**config.mk**
```make
export PLATFORM = sky130hd
export DESIGN_NAME = ioex_ctrl
export DESIGN_NICKNAME = d
export VERILOG_FILES = /design/src/hw/ioex_smb_engine.v /design/src/hw/ioex_ctrl.v
export VERILOG_INCLUDE_DIRS = /design/src /design/src/hw
export SDC_FILE = /design/constraint.sdc
export NUM_CORES = 1
export LEC_CHECK = 0
export BUFFER_PORTS_ARGS = -buffer_cell sky130_fd_sc_hd__buf_2
export CAP_MARGIN = 20
export CORE_MARGIN = 2
export CORE_UTILIZATION = 30
export DETAILED_ROUTE_END_ITERATION = 8
export MAX_ROUTING_LAYER = met4
export PLACE_DENSITY = 0.46
export SLEW_MARGIN = 25
export SYNTH_ARGS = -nofsm -noshare
export SYNTH_HDL_FRONTEND = slang
export SYNTH_SLANG_ARGS = --single-unit
```
**constraint.sdc**
```tcl
create_clock -name clk_sys -period 8.7 [get_ports clk_sys]
set_input_delay 0.435 -clock clk_sys [delete_from_list [all_inputs] [get_ports clk_sys]]
set_output_delay 0.435 -clock clk_sys [all_outputs]
set_load 0.005 [all_outputs]
```
**src/hw/ioex_map.vh**
```
// Register map, field layout and timing constants of the expander control.
`ifndef IOEX_MAP_VH
`define IOEX_MAP_VH

// Register byte offsets.
`define IOEX_OFF_INTF      12'h430
`define IOEX_OFF_ADDR_A    12'h434
`define IOEX_OFF_ADDR_B    12'h438
`define IOEX_OFF_IRQ_STAT  12'h440
`define IOEX_OFF_IRQ_MASK  12'h444

// Fields of the interface control register.
`define IOEX_F_DATA    15:0
`define IOEX_B_RELOAD  24
`define IOEX_B_TM      25
`define IOEX_F_SEL     30:28
`define IOEX_B_DONE    31

// Address fields.
`define IOEX_F_ADR0    7:1
`define IOEX_F_ADR2    23:17
`define IOEX_F_ADR4    7:1

// Select codes and expander slots.
`define IOEX_SEL_E0    3'h0
`define IOEX_SEL_E2    3'h2
`define IOEX_SEL_E4    3'h4
`define IOEX_IDX_NONE  2'h3

// Reset values.
`define IOEX_ADDR_RST  7'h00
`define IOEX_DATA_RST  16'h0000
`define IOEX_WORD_RST  32'h0000_0000

// Expander model: pins set in the mask are inputs.
`define IOEX_IN_MASK   16'h00FF
`define IOEX_CMD_IN    8'h00
`define IOEX_CMD_OUT   8'h02
`define IOEX_CMD_CFG   8'h06

// Interrupt status bits.
`define IOEX_IRQ_DONE  0
`define IOEX_IRQ_NACK  1
`define IOEX_IRQ_W     2

// Bus timing: quarter of a 100 kHz bit, rounded up to whole cycles.
`define IOEX_CLK_MHZ   25
`define IOEX_T_QTR_NS  2500
`define IOEX_QTR_CYC   ((`IOEX_T_QTR_NS*`IOEX_CLK_MHZ+999)/1000)
`define IOEX_BIT_LAST  4'h8

// Byte engine operations.
`define IOEX_OP_START  2'h0
`define IOEX_OP_STOP   2'h1
`define IOEX_OP_WR     2'h2
`define IOEX_OP_RD     2'h3

// Byte sources of a sequence step.
`define IOEX_SRC_AW    4'h0
`define IOEX_SRC_AR    4'h1
`define IOEX_SRC_CIN   4'h2
`define IOEX_SRC_COUT  4'h3
`define IOEX_SRC_CCFG  4'h4
`define IOEX_SRC_OLO   4'h5
`define IOEX_SRC_OHI   4'h6
`define IOEX_SRC_DLO   4'h7
`define IOEX_SRC_DHI   4'h8
`define IOEX_SRC_RLO   4'h9
`define IOEX_SRC_RHI   4'hA
`define IOEX_SRC_NONE  4'hB

// First step of each job.
`define IOEX_ST_REFRESH 5'h00
`define IOEX_ST_OUTWR   5'h07
`define IOEX_ST_INIT    5'h0D
`endif

```
**src/hw/ioex_smb_engine.v**
```verilog
// Byte level SMBus master engine with clock stretching support.
`timescale 1ns/1ps
`include "ioex_map.vh"
module ioex_smb_engine (
  input  wire       clk_sys,    // Core clock.
  input  wire       rst_q_b,    // Synchronised reset, active low.
  input  wire       op_go,      // Start one operation, pulse.
  input  wire [1:0] op_code,    // Start, stop, write or read.
  input  wire [7:0] op_tx,      // Byte to send.
  input  wire       op_nack,    // Answer a read with NACK.
  input  wire       scl_in,     // Clock pin level.
  input  wire       sda_in,     // Data pin level.
  output reg        scl_oe_b,   // Clock pin drive, low pulls low.
  output reg        sda_oe_b,   // Data pin drive, low pulls low.
  output reg        op_busy,    // Operation in progress.
  output reg        op_done,    // Operation finished, pulse.
  output reg  [7:0] op_rx,      // Byte received.
  output reg        op_ack_bad  // Write was not acknowledged.
);
  localparam [31:0] QTR_CYC = `IOEX_QTR_CYC;
  wire [7:0] qtr_max = QTR_CYC[7:0] - 8'h01;

  reg       scl_s1_r;
  reg       scl_s2_r;
  reg       sda_s1_r;
  reg       sda_s2_r;
  reg [7:0] div_r;
  reg [1:0] q_r;
  reg [3:0] bit_r;
  reg [1:0] op_r;
  reg [8:0] tx_r;
  reg [8:0] rx_r;
  reg       want_scl;
  reg       want_sda;

  // Pin levels per quarter; a one means the pin is released.
  always @* begin
    want_scl = 1'b1;
    want_sda = 1'b1;
    if (op_busy) begin
      case (op_r)
        `IOEX_OP_START: begin
          want_scl = (q_r == 2'h1) || (q_r == 2'h2);
          want_sda = (q_r == 2'h0) || (q_r == 2'h1);
        end
        `IOEX_OP_STOP: begin
          want_scl = (q_r != 2'h0);
          want_sda = (q_r == 2'h3);
        end
        default: begin
          want_scl = (q_r == 2'h1) || (q_r == 2'h2);
          want_sda = tx_r[8];
        end
      endcase
    end
  end

  // The pins come from another party, so two flops come first.
  always @(posedge clk_sys or negedge rst_q_b) begin
    if (!rst_q_b) begin
      scl_s1_r <= 1'b1;
      scl_s2_r <= 1'b1;
      sda_s1_r <= 1'b1;
      sda_s2_r <= 1'b1;
    end else begin
      scl_s1_r <= scl_in;
      scl_s2_r <= scl_s1_r;
      sda_s1_r <= sda_in;
      sda_s2_r <= sda_s1_r;
    end
  end

  // A released clock that stays low holds the quarter: clock stretching.
  always @(posedge clk_sys or negedge rst_q_b) begin
    if (!rst_q_b) begin
      div_r      <= 8'h00;
      q_r        <= 2'h0;
      bit_r      <= 4'h0;
      op_r       <= 2'h0;
      tx_r       <= 9'h1FF;
      rx_r       <= 9'h000;
      op_busy    <= 1'b0;
      op_done    <= 1'b0;
      op_rx      <= 8'h00;
      op_ack_bad <= 1'b0;
      scl_oe_b   <= 1'b1;
      sda_oe_b   <= 1'b1;
    end else begin
      op_done  <= 1'b0;
      // Between operations the pins keep their last level; releasing them
      // there would put a stray clock pulse or a false stop on the bus.
      if (op_busy) begin
        scl_oe_b <= want_scl;
        sda_oe_b <= want_sda;
      end
      if (!op_busy) begin
        if (op_go) begin
          op_busy <= 1'b1;
          op_r    <= op_code;
          div_r   <= 8'h00;
          q_r     <= 2'h0;
          bit_r   <= 4'h0;
          tx_r    <= (op_code == `IOEX_OP_RD) ? {8'hFF, op_nack}
                                               : {op_tx, 1'b1};
        end
      end else if (div_r != qtr_max) begin
        div_r <= div_r + 8'h01;
      end else if (!(want_scl && !scl_s2_r)) begin
        div_r <= 8'h00;
        q_r   <= q_r + 2'h1;
        if (q_r == 2'h2 && op_r[1])
          rx_r <= {rx_r[7:0], sda_s2_r};
        if (q_r == 2'h3) begin
          if (!op_r[1] || bit_r == `IOEX_BIT_LAST) begin
            op_busy    <= 1'b0;
            op_done    <= 1'b1;
            op_rx      <= rx_r[8:1];
            op_ack_bad <= (op_r == `IOEX_OP_WR) && rx_r[0];
          end else begin
            bit_r <= bit_r + 4'h1;
            tx_r  <= {tx_r[7:0], 1'b1};
          end
        end
      end
    end
  end
endmodule // ioex_smb_engine

```
**src/hw/ioex_ctrl.v**
```verilog
// Control, status and SMBus sequencing for three I/O expanders.
`timescale 1ns/1ps
`include "ioex_map.vh"
module ioex_ctrl (
  input  wire        clk_sys,     // Core clock, 25 MHz.
  input  wire        rst_b,       // Core reset, active low.
  input  wire        fund_rst_b,  // Fundamental reset, active low.
  input  wire [11:0] reg_addr,    // Register byte address.
  input  wire [31:0] reg_wdata,   // Register write data.
  input  wire        reg_wr,      // Write strobe.
  input  wire        reg_rd,      // Read strobe.
  output reg  [31:0] reg_rdata,   // Read data, cycle after strobe.
  input  wire        addr_lock,   // Locks the address fields.
  input  wire [47:0] core_out,    // Core output values, 16 per slot.
  input  wire        scl_in,      // Clock pin level.
  output reg         scl_out,     // Clock pin value, always low.
  output wire        scl_oe_b,    // Clock pin drive, active low.
  input  wire        sda_in,      // Data pin level.
  output reg         sda_out,     // Data pin value, always low.
  output wire        sda_oe_b,    // Data pin drive, active low.
  output reg         irq          // Level interrupt.
);
  reg        core_s1_r;
  reg        core_s2_r;
  reg        fund_s1_r;
  reg        fund_s2_r;
  reg        done_r;
  reg        tm_r;
  reg  [2:0] sel_r;
  reg  [6:0] adr0_r;
  reg  [6:0] adr2_r;
  reg  [6:0] adr4_r;
  reg        seq_busy_r;
  reg  [4:0] step_r;
  reg  [1:0] jidx_r;
  reg        eng_go_r;
  reg  [7:0] rd_lo_r;
  reg  [7:0] rd_hi_r;
  reg        nack_r;
  reg        rd_valid_r; // Job read inputs back; their bits are refreshed.
  reg  [`IOEX_IRQ_W-1:0] stat_r;
  reg  [`IOEX_IRQ_W-1:0] mask_r;
  reg  [`IOEX_IRQ_W-1:0] stat_nxt;
  reg  [7:0] tx_byte;
  reg  [6:0] jaddr;
  reg [31:0] rd_nxt;
  wire       core_rst_b = rst_b & fund_rst_b;
  wire       eng_done;
  wire       eng_busy;
  wire       eng_ack_bad;
  wire [7:0] eng_rx;
  wire[47:0] tdata_flat;
  wire[47:0] pin_flat;
  wire[15:0] in_mask = `IOEX_IN_MASK; // Pins that are expander inputs.

  // Reset release is synchronised; a fundamental reset also resets the core.
  always @(posedge clk_sys or negedge core_rst_b) begin
    if (!core_rst_b) begin
      core_s1_r <= 1'b0;
      core_s2_r <= 1'b0;
    end else begin
      core_s1_r <= 1'b1;
      core_s2_r <= core_s1_r;
    end
  end

  // Separate copy for the sticky fields.
  always @(posedge clk_sys or negedge fund_rst_b) begin
    if (!fund_rst_b) begin
      fund_s1_r <= 1'b0;
      fund_s2_r <= 1'b0;
    end else begin
      fund_s1_r <= 1'b1;
      fund_s2_r <= fund_s1_r;
    end
  end

  // Map a select code onto a slot; reserved codes give no slot.
  function [1:0] sel_to_idx;
    input [2:0] code;
    begin
      case (code)
        `IOEX_SEL_E0: sel_to_idx = 2'h0;
        `IOEX_SEL_E2: sel_to_idx = 2'h1;
        `IOEX_SEL_E4: sel_to_idx = 2'h2;
        default:      sel_to_idx = `IOEX_IDX_NONE;
      endcase
    end
  endfunction

  // Sequence table: end mark, engine operation, byte source.
  function [6:0] step_ent;
    input [4:0] s;
    begin
      case (s)
        5'h00: step_ent = {1'b0, `IOEX_OP_START, `IOEX_SRC_NONE};
        5'h01: step_ent = {1'b0, `IOEX_OP_WR, `IOEX_SRC_AW};
        5'h02: step_ent = {1'b0, `IOEX_OP_WR, `IOEX_SRC_CIN};
        5'h03: step_ent = {1'b0, `IOEX_OP_START, `IOEX_SRC_NONE};
        5'h04: step_ent = {1'b0, `IOEX_OP_WR, `IOEX_SRC_AR};
        5'h05: step_ent = {1'b0, `IOEX_OP_RD, `IOEX_SRC_RLO};
        5'h06: step_ent = {1'b0, `IOEX_OP_RD, `IOEX_SRC_RHI};
        5'h07: step_ent = {1'b0, `IOEX_OP_START, `IOEX_SRC_NONE};
        5'h08: step_ent = {1'b0, `IOEX_OP_WR, `IOEX_SRC_AW};
        5'h09: step_ent = {1'b0, `IOEX_OP_WR, `IOEX_SRC_COUT};
        5'h0A: step_ent = {1'b0, `IOEX_OP_WR, `IOEX_SRC_OLO};
        5'h0B: step_ent = {1'b0, `IOEX_OP_WR, `IOEX_SRC_OHI};
        5'h0C: step_ent = {1'b1, `IOEX_OP_STOP, `IOEX_SRC_NONE};
        5'h0D: step_ent = {1'b0, `IOEX_OP_START, `IOEX_SRC_NONE};
        5'h0E: step_ent = {1'b0, `IOEX_OP_WR, `IOEX_SRC_AW};
        5'h0F: step_ent = {1'b0, `IOEX_OP_WR, `IOEX_SRC_CCFG};
        5'h10: step_ent = {1'b0, `IOEX_OP_WR, `IOEX_SRC_DLO};
        5'h11: step_ent = {1'b0, `IOEX_OP_WR, `IOEX_SRC_DHI};
        default: step_ent = {1'b1, `IOEX_OP_STOP, `IOEX_SRC_NONE};
      endcase
    end
  endfunction

  // Register decode.
  wire wr_intf = reg_wr && (reg_addr == `IOEX_OFF_INTF);
  wire wr_adra = reg_wr && (reg_addr == `IOEX_OFF_ADDR_A);
  wire wr_adrb = reg_wr && (reg_addr == `IOEX_OFF_ADDR_B);
  wire wr_stat = reg_wr && (reg_addr == `IOEX_OFF_IRQ_STAT);
  wire wr_mask = reg_wr && (reg_addr == `IOEX_OFF_IRQ_MASK);
  wire [1:0] wsel_idx = sel_to_idx(reg_wdata[`IOEX_F_SEL]);
  wire [1:0] cur_idx  = sel_to_idx(sel_r);
  wire       wsel_ok  = (wsel_idx != `IOEX_IDX_NONE);

  // A write to an interface register starts at most one job; the refresh
  // trigger wins over a test-mode data write in the same cycle.
  wire req_refresh = wr_intf && reg_wdata[`IOEX_B_RELOAD] && wsel_ok;
  wire req_outwr   = wr_intf && reg_wdata[`IOEX_B_TM] && wsel_ok &&
                     !reg_wdata[`IOEX_B_RELOAD];
  wire req_init    = !addr_lock && ((wr_adra &&
                     (cur_idx == 2'h0 || cur_idx == 2'h1)) ||
                     (wr_adrb && cur_idx == 2'h2));
  wire       req_any   = req_refresh || req_outwr || req_init;
  wire [4:0] req_step  = req_refresh ? `IOEX_ST_REFRESH :
                         req_outwr   ? `IOEX_ST_OUTWR : `IOEX_ST_INIT;
  wire [1:0] req_idx   = req_init ? cur_idx : wsel_idx;

  // Current step decoded.
  wire [6:0] ent     = step_ent(step_r);
  wire       ent_end = ent[6];
  wire [3:0] ent_src = ent[3:0];
  wire       seq_end = seq_busy_r && eng_done && ent_end;
  wire       nack_any = nack_r || eng_ack_bad;

  // Sticky bus addresses: only the fundamental reset clears them.
  always @(posedge clk_sys or negedge fund_s2_r) begin
    if (!fund_s2_r) begin
      adr0_r <= `IOEX_ADDR_RST;
      adr2_r <= `IOEX_ADDR_RST;
      adr4_r <= `IOEX_ADDR_RST;
    end else if (!addr_lock) begin
      if (wr_adra) begin
        adr0_r <= reg_wdata[`IOEX_F_ADR0];
        adr2_r <= reg_wdata[`IOEX_F_ADR2];
      end
      if (wr_adrb)
        adr4_r <= reg_wdata[`IOEX_F_ADR4];
    end
  end

  // Select, test mode and the done flag; a completion beats a clear.
  always @(posedge clk_sys or negedge core_s2_r) begin
    if (!core_s2_r) begin
      sel_r  <= `IOEX_SEL_E0;
      tm_r   <= 1'b0;
      done_r <= 1'b0;
    end else begin
      if (wr_intf) begin
        sel_r <= reg_wdata[`IOEX_F_SEL];
        tm_r  <= reg_wdata[`IOEX_B_TM];
      end
      if (seq_end)
        done_r <= 1'b1;
      else if (wr_intf && reg_wdata[`IOEX_B_DONE])
        done_r <= 1'b0;
    end
  end

  // Per slot: software output values and the last exchanged pin values.
  genvar gi;
  generate
    for (gi = 0; gi < 3; gi = gi + 1) begin : g_slot
      reg  [15:0] tdata_r;
      reg  [15:0] pin_r;
      wire [15:0] outv = tm_r ? tdata_r : core_out[gi*16 +: 16];
      always @(posedge clk_sys or negedge core_s2_r) begin
        if (!core_s2_r) begin
          tdata_r <= `IOEX_DATA_RST;
          pin_r   <= `IOEX_DATA_RST;
        end else begin
          if (wr_intf && wsel_idx == gi)
            tdata_r <= reg_wdata[`IOEX_F_DATA] & ~`IOEX_IN_MASK;
          if (seq_end && jidx_r == gi && step_r == 5'h0C) begin
            pin_r <= (outv & ~`IOEX_IN_MASK) |
                     (pin_r & `IOEX_IN_MASK & {16{!rd_valid_r}}) |
                     ({rd_hi_r, rd_lo_r} & `IOEX_IN_MASK &
                      {16{rd_valid_r}});
          end
        end
      end
      assign tdata_flat[gi*16 +: 16] = outv;
      assign pin_flat[gi*16 +: 16]   = pin_r;
    end
  endgenerate

  // Step sequencer. Requests arriving while a job runs are dropped.
  always @(posedge clk_sys or negedge core_s2_r) begin
    if (!core_s2_r) begin
      seq_busy_r <= 1'b0;
      step_r     <= 5'h00;
      jidx_r     <= 2'h0;
      eng_go_r   <= 1'b0;
      rd_lo_r    <= 8'h00;
      rd_hi_r    <= 8'h00;
      nack_r     <= 1'b0;
      rd_valid_r <= 1'b0;
    end else begin
      eng_go_r <= 1'b0;
      if (!seq_busy_r) begin
        if (req_any) begin
          seq_busy_r <= 1'b1;
          step_r     <= req_step;
          jidx_r     <= req_idx;
          eng_go_r   <= 1'b1;
          nack_r     <= 1'b0;
          rd_valid_r <= 1'b0;
        end
      end else if (eng_done) begin
        if (eng_ack_bad)
          nack_r <= 1'b1;
        if (ent_src == `IOEX_SRC_RLO)
          rd_lo_r <= eng_rx;
        if (ent_src == `IOEX_SRC_RHI) begin
          rd_hi_r    <= eng_rx;
          rd_valid_r <= 1'b1;
        end
        if (ent_end) begin
          seq_busy_r <= 1'b0;
        end else begin
          step_r   <= step_r + 5'h01;
          eng_go_r <= 1'b1;
        end
      end
    end
  end

  // Byte to send for the current step; addresses come from sticky fields.
  always @* begin
    case (jidx_r)
      2'h0:    jaddr = adr0_r;
      2'h1:    jaddr = adr2_r;
      default: jaddr = adr4_r;
    endcase
    case (ent_src)
      `IOEX_SRC_AW:   tx_byte = {jaddr, 1'b0};
      `IOEX_SRC_AR:   tx_byte = {jaddr, 1'b1};
      `IOEX_SRC_CIN:  tx_byte = `IOEX_CMD_IN;
      `IOEX_SRC_COUT: tx_byte = `IOEX_CMD_OUT;
      `IOEX_SRC_CCFG: tx_byte = `IOEX_CMD_CFG;
      `IOEX_SRC_OLO:  tx_byte = tdata_flat[jidx_r*16 +: 8];
      `IOEX_SRC_OHI:  tx_byte = tdata_flat[jidx_r*16+8 +: 8];
      `IOEX_SRC_DLO:  tx_byte = in_mask[7:0];
      `IOEX_SRC_DHI:  tx_byte = in_mask[15:8];
      default:        tx_byte = 8'hFF;
    endcase
  end

  ioex_smb_engine u_eng (
    .clk_sys    (clk_sys),
    .rst_q_b    (core_s2_r),
    .op_go      (eng_go_r),
    .op_code    (ent[5:4]),
    .op_tx      (tx_byte),
    .op_nack    (ent_src == `IOEX_SRC_RHI),
    .scl_in     (scl_in),
    .sda_in     (sda_in),
    .scl_oe_b   (scl_oe_b),
    .sda_oe_b   (sda_oe_b),
    .op_busy    (eng_busy),
    .op_done    (eng_done),
    .op_rx      (eng_rx),
    .op_ack_bad (eng_ack_bad)
  );

  // Sticky event bits; a new event wins over a clearing write.
  always @* begin
    stat_nxt = stat_r;
    if (wr_stat)
      stat_nxt = stat_nxt & ~reg_wdata[`IOEX_IRQ_W-1:0];
    if (seq_end)
      stat_nxt[`IOEX_IRQ_DONE] = 1'b1;
    if (seq_end && nack_any)
      stat_nxt[`IOEX_IRQ_NACK] = 1'b1;
  end

  // Interrupt registers and the level output.
  always @(posedge clk_sys or negedge core_s2_r) begin
    if (!core_s2_r) begin
      stat_r  <= {`IOEX_IRQ_W{1'b0}};
      mask_r  <= {`IOEX_IRQ_W{1'b0}};
      irq     <= 1'b0;
      scl_out <= 1'b0;
      sda_out <= 1'b0;
    end else begin
      stat_r  <= stat_nxt;
      if (wr_mask)
        mask_r <= reg_wdata[`IOEX_IRQ_W-1:0];
      irq     <= |(stat_r & mask_r);
      scl_out <= 1'b0;
      sda_out <= 1'b0;
    end
  end

  // Read mux; the trigger and reserved bits read zero.
  always @* begin
    rd_nxt = `IOEX_WORD_RST;
    case (reg_addr)
      `IOEX_OFF_INTF: begin
        rd_nxt[`IOEX_B_DONE] = done_r;
        rd_nxt[`IOEX_F_SEL]  = sel_r;
        rd_nxt[`IOEX_B_TM]   = tm_r;
        if (cur_idx != `IOEX_IDX_NONE)
          rd_nxt[`IOEX_F_DATA] = pin_flat[cur_idx*16 +: 16];
      end
      `IOEX_OFF_ADDR_A: begin
        rd_nxt[`IOEX_F_ADR0] = adr0_r;
        rd_nxt[`IOEX_F_ADR2] = adr2_r;
      end
      `IOEX_OFF_ADDR_B: rd_nxt[`IOEX_F_ADR4] = adr4_r;
      `IOEX_OFF_IRQ_STAT: rd_nxt[`IOEX_IRQ_W-1:0] = stat_r;
      `IOEX_OFF_IRQ_MASK: rd_nxt[`IOEX_IRQ_W-1:0] = mask_r;
      default: rd_nxt = `IOEX_WORD_RST;
    endcase
  end

  // Read data stands only in the cycle after the strobe.
  always @(posedge clk_sys or negedge core_s2_r) begin
    if (!core_s2_r)
      reg_rdata <= `IOEX_WORD_RST;
    else
      reg_rdata <= reg_rd ? rd_nxt : `IOEX_WORD_RST;
  end
endmodule // ioex_ctrl

```
======== Yosys cells after proc, flatten, opt, wreduce, memory -nomap -nowiden ========
Memories as Yosys holds them, arrays and structs flattened.
Cells that the tools add are included.
storage, ports and cells
  bits in registers ....................... 209
  ROM bits ................................ 224
  bits of input ports ..................... 100
  output and inout port bits .............. 37
  memories ................................ 1
memory list
  memory           words  width  rd ports  clocked after Yosys merged registers in  wr ports  RTL line        RTL
  (no name shown)  32     7      1         0                                        0         ioex_ctrl.v:95  case (s)
cells by class
  add/sub/neg operators ................... 5
  equal/unequal tests ..................... 44
  shift-type cells ........................ 3
  muxes and demuxes ....................... 76
  bitwise gates (word level) .............. 19
  reductions and logical operators ........ 71
operator list
  cell                    count
  $or A16 B16 Y16         6
  $and A8 B16 Y16         4
  $mux W16                4
  $mux W9                 7
  $eq A12 B11 Y1 const B  5
  $pmux W8 S7             1
  $shiftx A48 B7 Y16      1
  $shiftx A48 B7 Y8       1
  $shiftx A48 B8 Y8       1
  $mux W8                 5
  $mux W4                 9
  $mux W32                1
  $mux W1                 31
  $logic_and A1 B1 Y1     29
  $mux W5                 4
  $pmux W6 S3             1
  $eq A4 B4 Y1 const B    4
  $reduce_and A3 Y1       5
  $eq A2 B2 Y1 const B    7
  $ne A2 B2 Y1 const B    7
  $pmux W7 S2             1
  $eq A4 B3 Y1 const B    3
  $mux W2                 6
  $pmux W2 S3             2
  other kinds (32)        73

======== Logic depth before layout (Yosys ltp) ========
Gate-level depths: netlist of the first run.
  word-level depth ........................ 10
  gate-level depth with buffers ........... 11

======== Hierarchy ========
Synthesis of the first run repeated with hierarchy kept, for this count alone.
second synthesis, totals
  cells, all modules ...................... 1006
  area, all modules ....................... 10495.1 um2
by module, submodules not included
  module           times used  cells each  area each (um2)  sequential area each (um2)
  ioex_ctrl        1           782         7992.7           3853.7
  ioex_smb_engine  1           224         2502.4           1295.0

======== Worst setup path after synthesis of the first run ========
No wires, ideal clock.
  path type ............................... reg-to-reg
  start point ............................. register step_r[1]
  end point ............................... register rd_lo_r[0]
  arrival ................................. 2.529 ns
  required time ........................... 8.575 ns
  path slack .............................. 6.046 ns
  cell stages (with the launch flop) ...... 10
  cell sequence ........................... dfrtp_1 -> buf_2 -> inv_1 -> ha_1 -> nor2b_1 -> a211o_1 -> a21oi_4 -> nand2_1 -> nor4_4 -> mux2_2
between the ends
  cells in the longest elaborated chain, start to end .. 3
RTL lines
  what                                RTL line         RTL
  start, declared                     ioex_ctrl.v:34   reg [4:0] step_r;
  start signal, assigned              ioex_ctrl.v:226  step_r <= req_step;
  start signal, assigned              ioex_ctrl.v:244  step_r <= step_r + 5'h01;
  $mem_v2 Z32 W7                      n/a
  $eq A4 B4 Y1 (no source line)       n/a
  $reduce_and A3 Y1 (no source line)  n/a
  end signal, assigned                ioex_ctrl.v:236  rd_lo_r <= eng_rx;
  end, declared                       ioex_ctrl.v:37   reg [7:0] rd_lo_r;
Every way passes these cells.
A chain may end at the register's enable or synchronous reset.

======== Worst setup path in the final report of the first run ========
  start point ............................. register step_r[1]
  end point ............................... register u_eng.tx_r[2]
between the ends
  cells in the longest elaborated chain, start to end .. 7
RTL lines
  what                                                 RTL line               RTL
  $mem_v2 Z32 W7 *                                     n/a
  $eq A4 B4 Y1 / $eq A4 B2 Y1 (equally long branches)  ioex_ctrl.v:258        case (ent_src)
  $reduce_or A2 Y1 (no source line)                    n/a
  $pmux W8 S7                                          ioex_ctrl.v:258
  $mux W9 *                                            ioex_smb_engine.v:103  tx_r <= (op_code == `IOEX_OP_RD) ? {8'hFF, op_nack}
  $mux W9 *                                            ioex_smb_engine.v:97   if (op_go) begin
  $mux W9 *                                            ioex_smb_engine.v:96   if (!op_busy) begin
  end signal, assigned                                 ioex_smb_engine.v:103
  end signal, assigned                                 ioex_smb_engine.v:121  tx_r <= {tx_r[7:0], 1'b1};
  end, declared                                        ioex_smb_engine.v:31   reg [8:0] tx_r;
Every way passes the cells marked *; elsewhere a longest branch is shown, timed or not. The select of a mux whose other input is x is not followed.

==> results of run 1 <==
## report_power, final
part	switching, mW	leakage, nW	internal [mW]
Sequential	0.00679	2.63	0.957
Combinational	0.0484	2.49	0.0302
Clock	0.413	0.429	0.705
Total	0.468	5.55	1.69
## layer usage
layer,part of all wire (%),vias up,routed length (um),GRT usage (%)
met1,47,3910,13880,23.82
li1,-,3714,-,-
met3,5.4,36,1617,2.576
met2,45,215,13450,26.16
met4,2.6,0,771,4.592
met5,0,-,0,-
## through the flow
stage | instance area (um^2) | utilization (%)
finish | 12300 | 36.49
global route | 12300 | 36.49
CTS | 12270 | 36.41
detailed placement | 11350 | 33.68
global placement | 11340 | 33.65
floorplan | 10320 | -
## path summary, 6_finish.rpt
kind	start	end	slack [ns]	cells past startpoint
worst min register to register	core_s2_r	reg_rdata[5]	0.26	0
worst max-delay path	step_r[1]	u_eng.tx_r[2]	5.01	9
worst max register to register	step_r[1]	u_eng.tx_r[2]	5.01	9
min in group asynchronous	fund_rst_b	fund_s2_r	0.23	2
max in group asynchronous	core_s2_r	g_slot[2].tdata_r[15]	6.35	3
worst min-delay path	reg_wdata[20]	adr2_r[3]	0.15	2
## synth_stat cells, types with 15 or more instances
library cell / number / area share (%)
mux2_2: 118 / 13
nand2_1: 81 / 3.0
nand3_1: 16 / 0.78
clkbuf_1: 32 / 1.2
mux2i_1: 39 / 3.8
inv_1: 22 / 0.80
dfstp_2: 15 / 3.8
nor2_1: 89 / 3.2
o21ai_0: 38 / 1.8
dfrtp_1: 190 / 46
a31oi_1: 18 / 1.1
a21oi_1: 59 / 2.9
## cells by family after synthesis
logic type               count (synthesis)  synth area share [%]
multiplexers                           158                 16.92
XOR/XNOR                                 4                0.3404
AND/OR/NAND/NOR                        277                 13.55
buffers and inverters                   79                 3.391
adder cells (fa/ha/maj)                 13                 1.580
flip-flops                             205                 50.01
AO/OA/AOI/OAI                          212                 14.13
other                                    2               0.07295
## worst register-to-register path, stage by stage (launching register included)
cell,delay (ns)
dfrtp_1,0.57
inv_1,0.14
ha_1,0.43
nor2b_1,0.20
a211o_1,0.25
o21a_1,0.48
nand3_2,0.57
and3_1,0.42
o311ai_0,0.38
a31oi_1,0.15
## area by class of cell
class	count	share of cell area (%)
flip-flops and latches	205	41.90
multi-input cells	672	39.27
repair buffers	144	6.390
clock buffers	30	5.566
well taps	448	4.558
clock inverters	13	1.608
inverters	22	0.6716
diodes	2	0.04070
==> run metrics, run 1 <==
Seq/Total Area, Yosys 50.01%; Setup TNS Final 0 ns; clock-pin slew on the worst setup and hold paths 0.06 ns; Final Hold Viols 0; syn_area_per_cell 10.84 um^2; initial antenna violation count 2; max cap viols 0; Worst Path Required 9.11 ns; Residual DRC 0; DP HPWL 21170 um; Die Area 35810 um^2; PostCTS Resize Cnt 0; Clock Skews 0.02359 ns; Rows 67; Synth Register Bits 205; initial DRC count 504; delay-heaviest family, CP compound AO/OA/AOI/OAI gates; YS warnings 0; Via Count 7875; Post-Place Cells 1486; post-place setup slack 5.036 ns; Reg area 5152 um^2; Tcrit/Tclk final 42.36%; Final WS setup 5.015 ns; Pre-antenna DRT Iters 5; layout cells sized above 1 31.49%; CP bufs+invs 1; Final Max Slew Viols 0; Multi-input gate area 4828 um^2; Mapped Cells 950; core area 33700 um^2; tightest hold margin 0.1502 ns; largest net degree at the start of global routing 75; commonest non-fill, non-tap cell in the layout dfrtp_1; Antenna Violating Nets Remaining 0; Slew HR 35.92%; Max Fclk 0.2713 GHz; Largest stage delay, worst path 0.57 ns; grt ovf 0; fin crit period 3.685 ns; Setup Viol. Count Final 0; startpoint type of the worst setup path flop; Crit Path Category flop to flop; Pwr Density 175.6 nW/um^2; Layout Cells excl Fill 1536; Netlist cell types 83; crit-path max FO 26; Max IR drop VDD 123.7 uV; Pleak 5.547 nW; fraction of registers with async set/reset 100.0%; number of nets in the layout 1183; post-cts hold buffer count 4; worst-margin pin slew 0.9540 ns; Num CTS Buffers 25; H-tree depth 1; clock sinks 205; RSZ-0062 raised after global routing no; Worst-Skew Late Latency 0.52 ns; drt via density 5.127; Clock Path Buffers 3; gpl congestion 0.8186; CP max stage cell dfrtp_1; Area Overhead vs Synth 19.45%; worst path cell trace inv_1 -> ha_1 -> nor2b_1 -> a211o_1 -> o21a_1 -> nand3_2 -> and3_1 -> o311ai_0 -> a31oi_1; Min-Delay Path Class primary input to flop; Fillers 3388; CTS root buf clkbuf_16; Routed WL per cell 19.35 um; Chip Height 189.2 um; vias in the first global route 7732; Die X 189.2 um; # IOs 137; commonest cells after routing, fill and taps aside dfrtp_1 (189), buf_2 (127), mux2_2 (118), nor2_1 (89), nand2_1 (81); Arr. time, crit path 4.10 ns; CTS tree built; first-pass GRT wire length 46570 um; top_reg_cell synth dfrtp_1; I/O Buffers 127; post-CTS setup buffer count 0; Starting Density 30.55%; Tot Pwr 2.160 mW; CP endpoint kind flop; Netlist Area Pre-Place 10290 um^2; GRT Total Usage 17.14%; Post-synth EDFFs 0; status finished clean; total wire length 29720 um
No activity file was read; power rests on OpenSTA's default activity.
==> run 2, diff against run 1 <==
Settings changed: PLACE_DENSITY 0.46 to 0.48.
Clock period 8.7 ns to 3.3 ns, I/O delays scaled along.
==> run metrics, run 2 (same netlist as run 1, synthesis figures left out) <==
Routed WL per cell 18.24 um; Critical R2R Capture u_eng.tx_r[2]; Die Area 35810 um^2; clock share of power 48.1%; core area 33700 um^2; cell internal pwr 4.184 mW; Die X 189.2 um; status finished clean; Arr. time, crit path 3.35 ns; Worst Path Required 3.72 ns; switching power total 1.206 mW; clock sinks 205; DP HPWL 21210 um; Setup Viol. Count Final 0; Clock Skews 0.02111 ns; Max IR drop VDD 303.6 uV; Min-Delay Startpoint core_out[47]; GRT Total Usage 16.91%; Final Hold Viols 0; R2R setup slack 0.36 ns; reg2reg start step_r[1]; I/O Buffers 127; largest net degree at the start of global routing 73; Layout Utilization 37.99%; post-CTS setup buffer count 0; # IOs 137; Max Fclk 0.3406 GHz; sequential fraction of design power 47.2%; commonest cells after routing, fill and taps aside dfrtp_1 (189), buf_2 (127), mux2_2 (118), nor2_1 (89), nand2_1 (81); Chip Height 189.2 um; Num CTS Buffers 24; Tcrit/Tclk final 88.96%; gpl congestion 0.8309; grt ovf 0; drt via density 5.075; max cap viols 0; commonest non-fill, non-tap cell in the layout dfrtp_1; Final Max Slew Viols 0; Area Overhead vs Synth 24.37%; Min-Delay Path Class primary input to flop; part of the power in combinational logic 4.6%; reg2reg path depth 9; Pleak 5.781 nW; total wire length 29210 um; Clock Path Buffers 3; Starting Density 30.55%; startpoint type of the worst setup path flop; Pwr Density 421.0 nW/um^2; sw frac 22.38%; worst-margin pin slew 0.9610 ns; first-pass GRT wire length 47040 um; vias in the first global route 8252; CTS root buf clkbuf_16; Antenna Violating Nets Remaining 0; CP endpoint kind flop; Final WS setup 0.3644 ns; initial antenna violation count 2; layout cells sized above 1 30.50%; Residual DRC 0; Worst-Skew Late Latency 0.53 ns; fin crit period 2.936 ns; Hold Path Sink g_slot[2].pin_r[15]; Slew HR 35.86%; initial DRC count 521; Pre-antenna DRT Iters 5; crit-path max FO 24; Rows 67; Via Count 8125; Fillers 3378; H-tree depth 1; Setup TNS Final 0 ns; tightest hold margin 0.01544 ns; post-place setup slack 0.3673 ns; CTS tree built; Crit Path Category flop to flop; RSZ-0062 raised after global routing no; Hold Path Stages 3; clock-pin slew on the worst setup and hold paths 0.06 ns; number of nets in the layout 1248
==> run 2: routing by layer <==
| metal | wire length [um] | global-route usage, % |
|---|---|---|
| met1 | 13630 | 23.44 |
| met2 | 13450 | 26.39 |
| met3 | 1482 | 1.983 |
| met4 | 640 | 4.293 |
| met5 | 0 | - |
==> run 2: worst max path at each step <==
stage / depth (start not counted) / slack, ns / start / end
finish: 9 / 0.36 / step_r[1] / u_eng.tx_r[2]
global placement: 9 / 0.47 / step_r[0] / u_eng.tx_r[2]
floorplan: 0 / 0.31 / core_s2_r / async pin
detailed placement: 7 / 0.37 / step_r[2] / u_eng.tx_r[2]
global route: 10 / 0.12 / step_r[1] / u_eng.tx_r[4]
CTS: 9 / 0.39 / step_r[1] / u_eng.tx_r[2]
==> run 2: power groups by stage <==
stage | sequential (mW) | clock [mW] | combinational (mW)
final | 2.54 | 2.60 | 0.250
after detailed placement | 2.59 | 0 | 0.205
after floorplan | 2.61 | 0 | 0.0675
after CTS | 2.55 | 2.68 | 0.254
after global routing | 2.55 | 2.78 | 0.278
after global placement | 2.59 | 0 | 0.205
==> run 2: repair_timing <==
action | CTS | global route
hold buffers | 52 | 0
setup endpoints to repair | 0 | 0
hold endpoints to repair | 84 | 0
gates resized for setup | 0 | 0
==> run 2: critical path, stage by stage, from the launching register on <==
cell and delay, ns:
dfrtp_1 0.37, inv_1 0.10, ha_1 0.31, and4bb_2 0.32, o21bai_1 0.18, o21a_1 0.21
nand3_2 0.45, and3_1 0.40, o311ai_0 0.36, a31oi_1 0.13
==> run 2: final cells by class <==
type / count / area (um^2) / area share [%]
diodes: 2 / 5.005 / 0.03909
clock inverters: 4 / 66.31 / 0.5179
clock buffers: 38 / 703.2 / 5.492
multi-input cells: 672 / 4820 / 37.64
inverters: 22 / 82.58 / 0.6450
well taps: 448 / 560.5 / 4.378
repair buffers: 210 / 1414 / 11.04
flip-flops and latches: 205 / 5152 / 40.24
==> run 2: per-stage QoR <==
step / std cells / cell area [um^2] / power [mW]
floorplan: 956 / 10320 / 2.673
global placement: 1505 / 11510 / 2.795
detailed placement: 1505 / 11510 / 2.796
CTS: 1599 / 12800 / 5.479
global route: 1601 / 12800 / 5.609
finish: 1601 / 12800 / 5.390
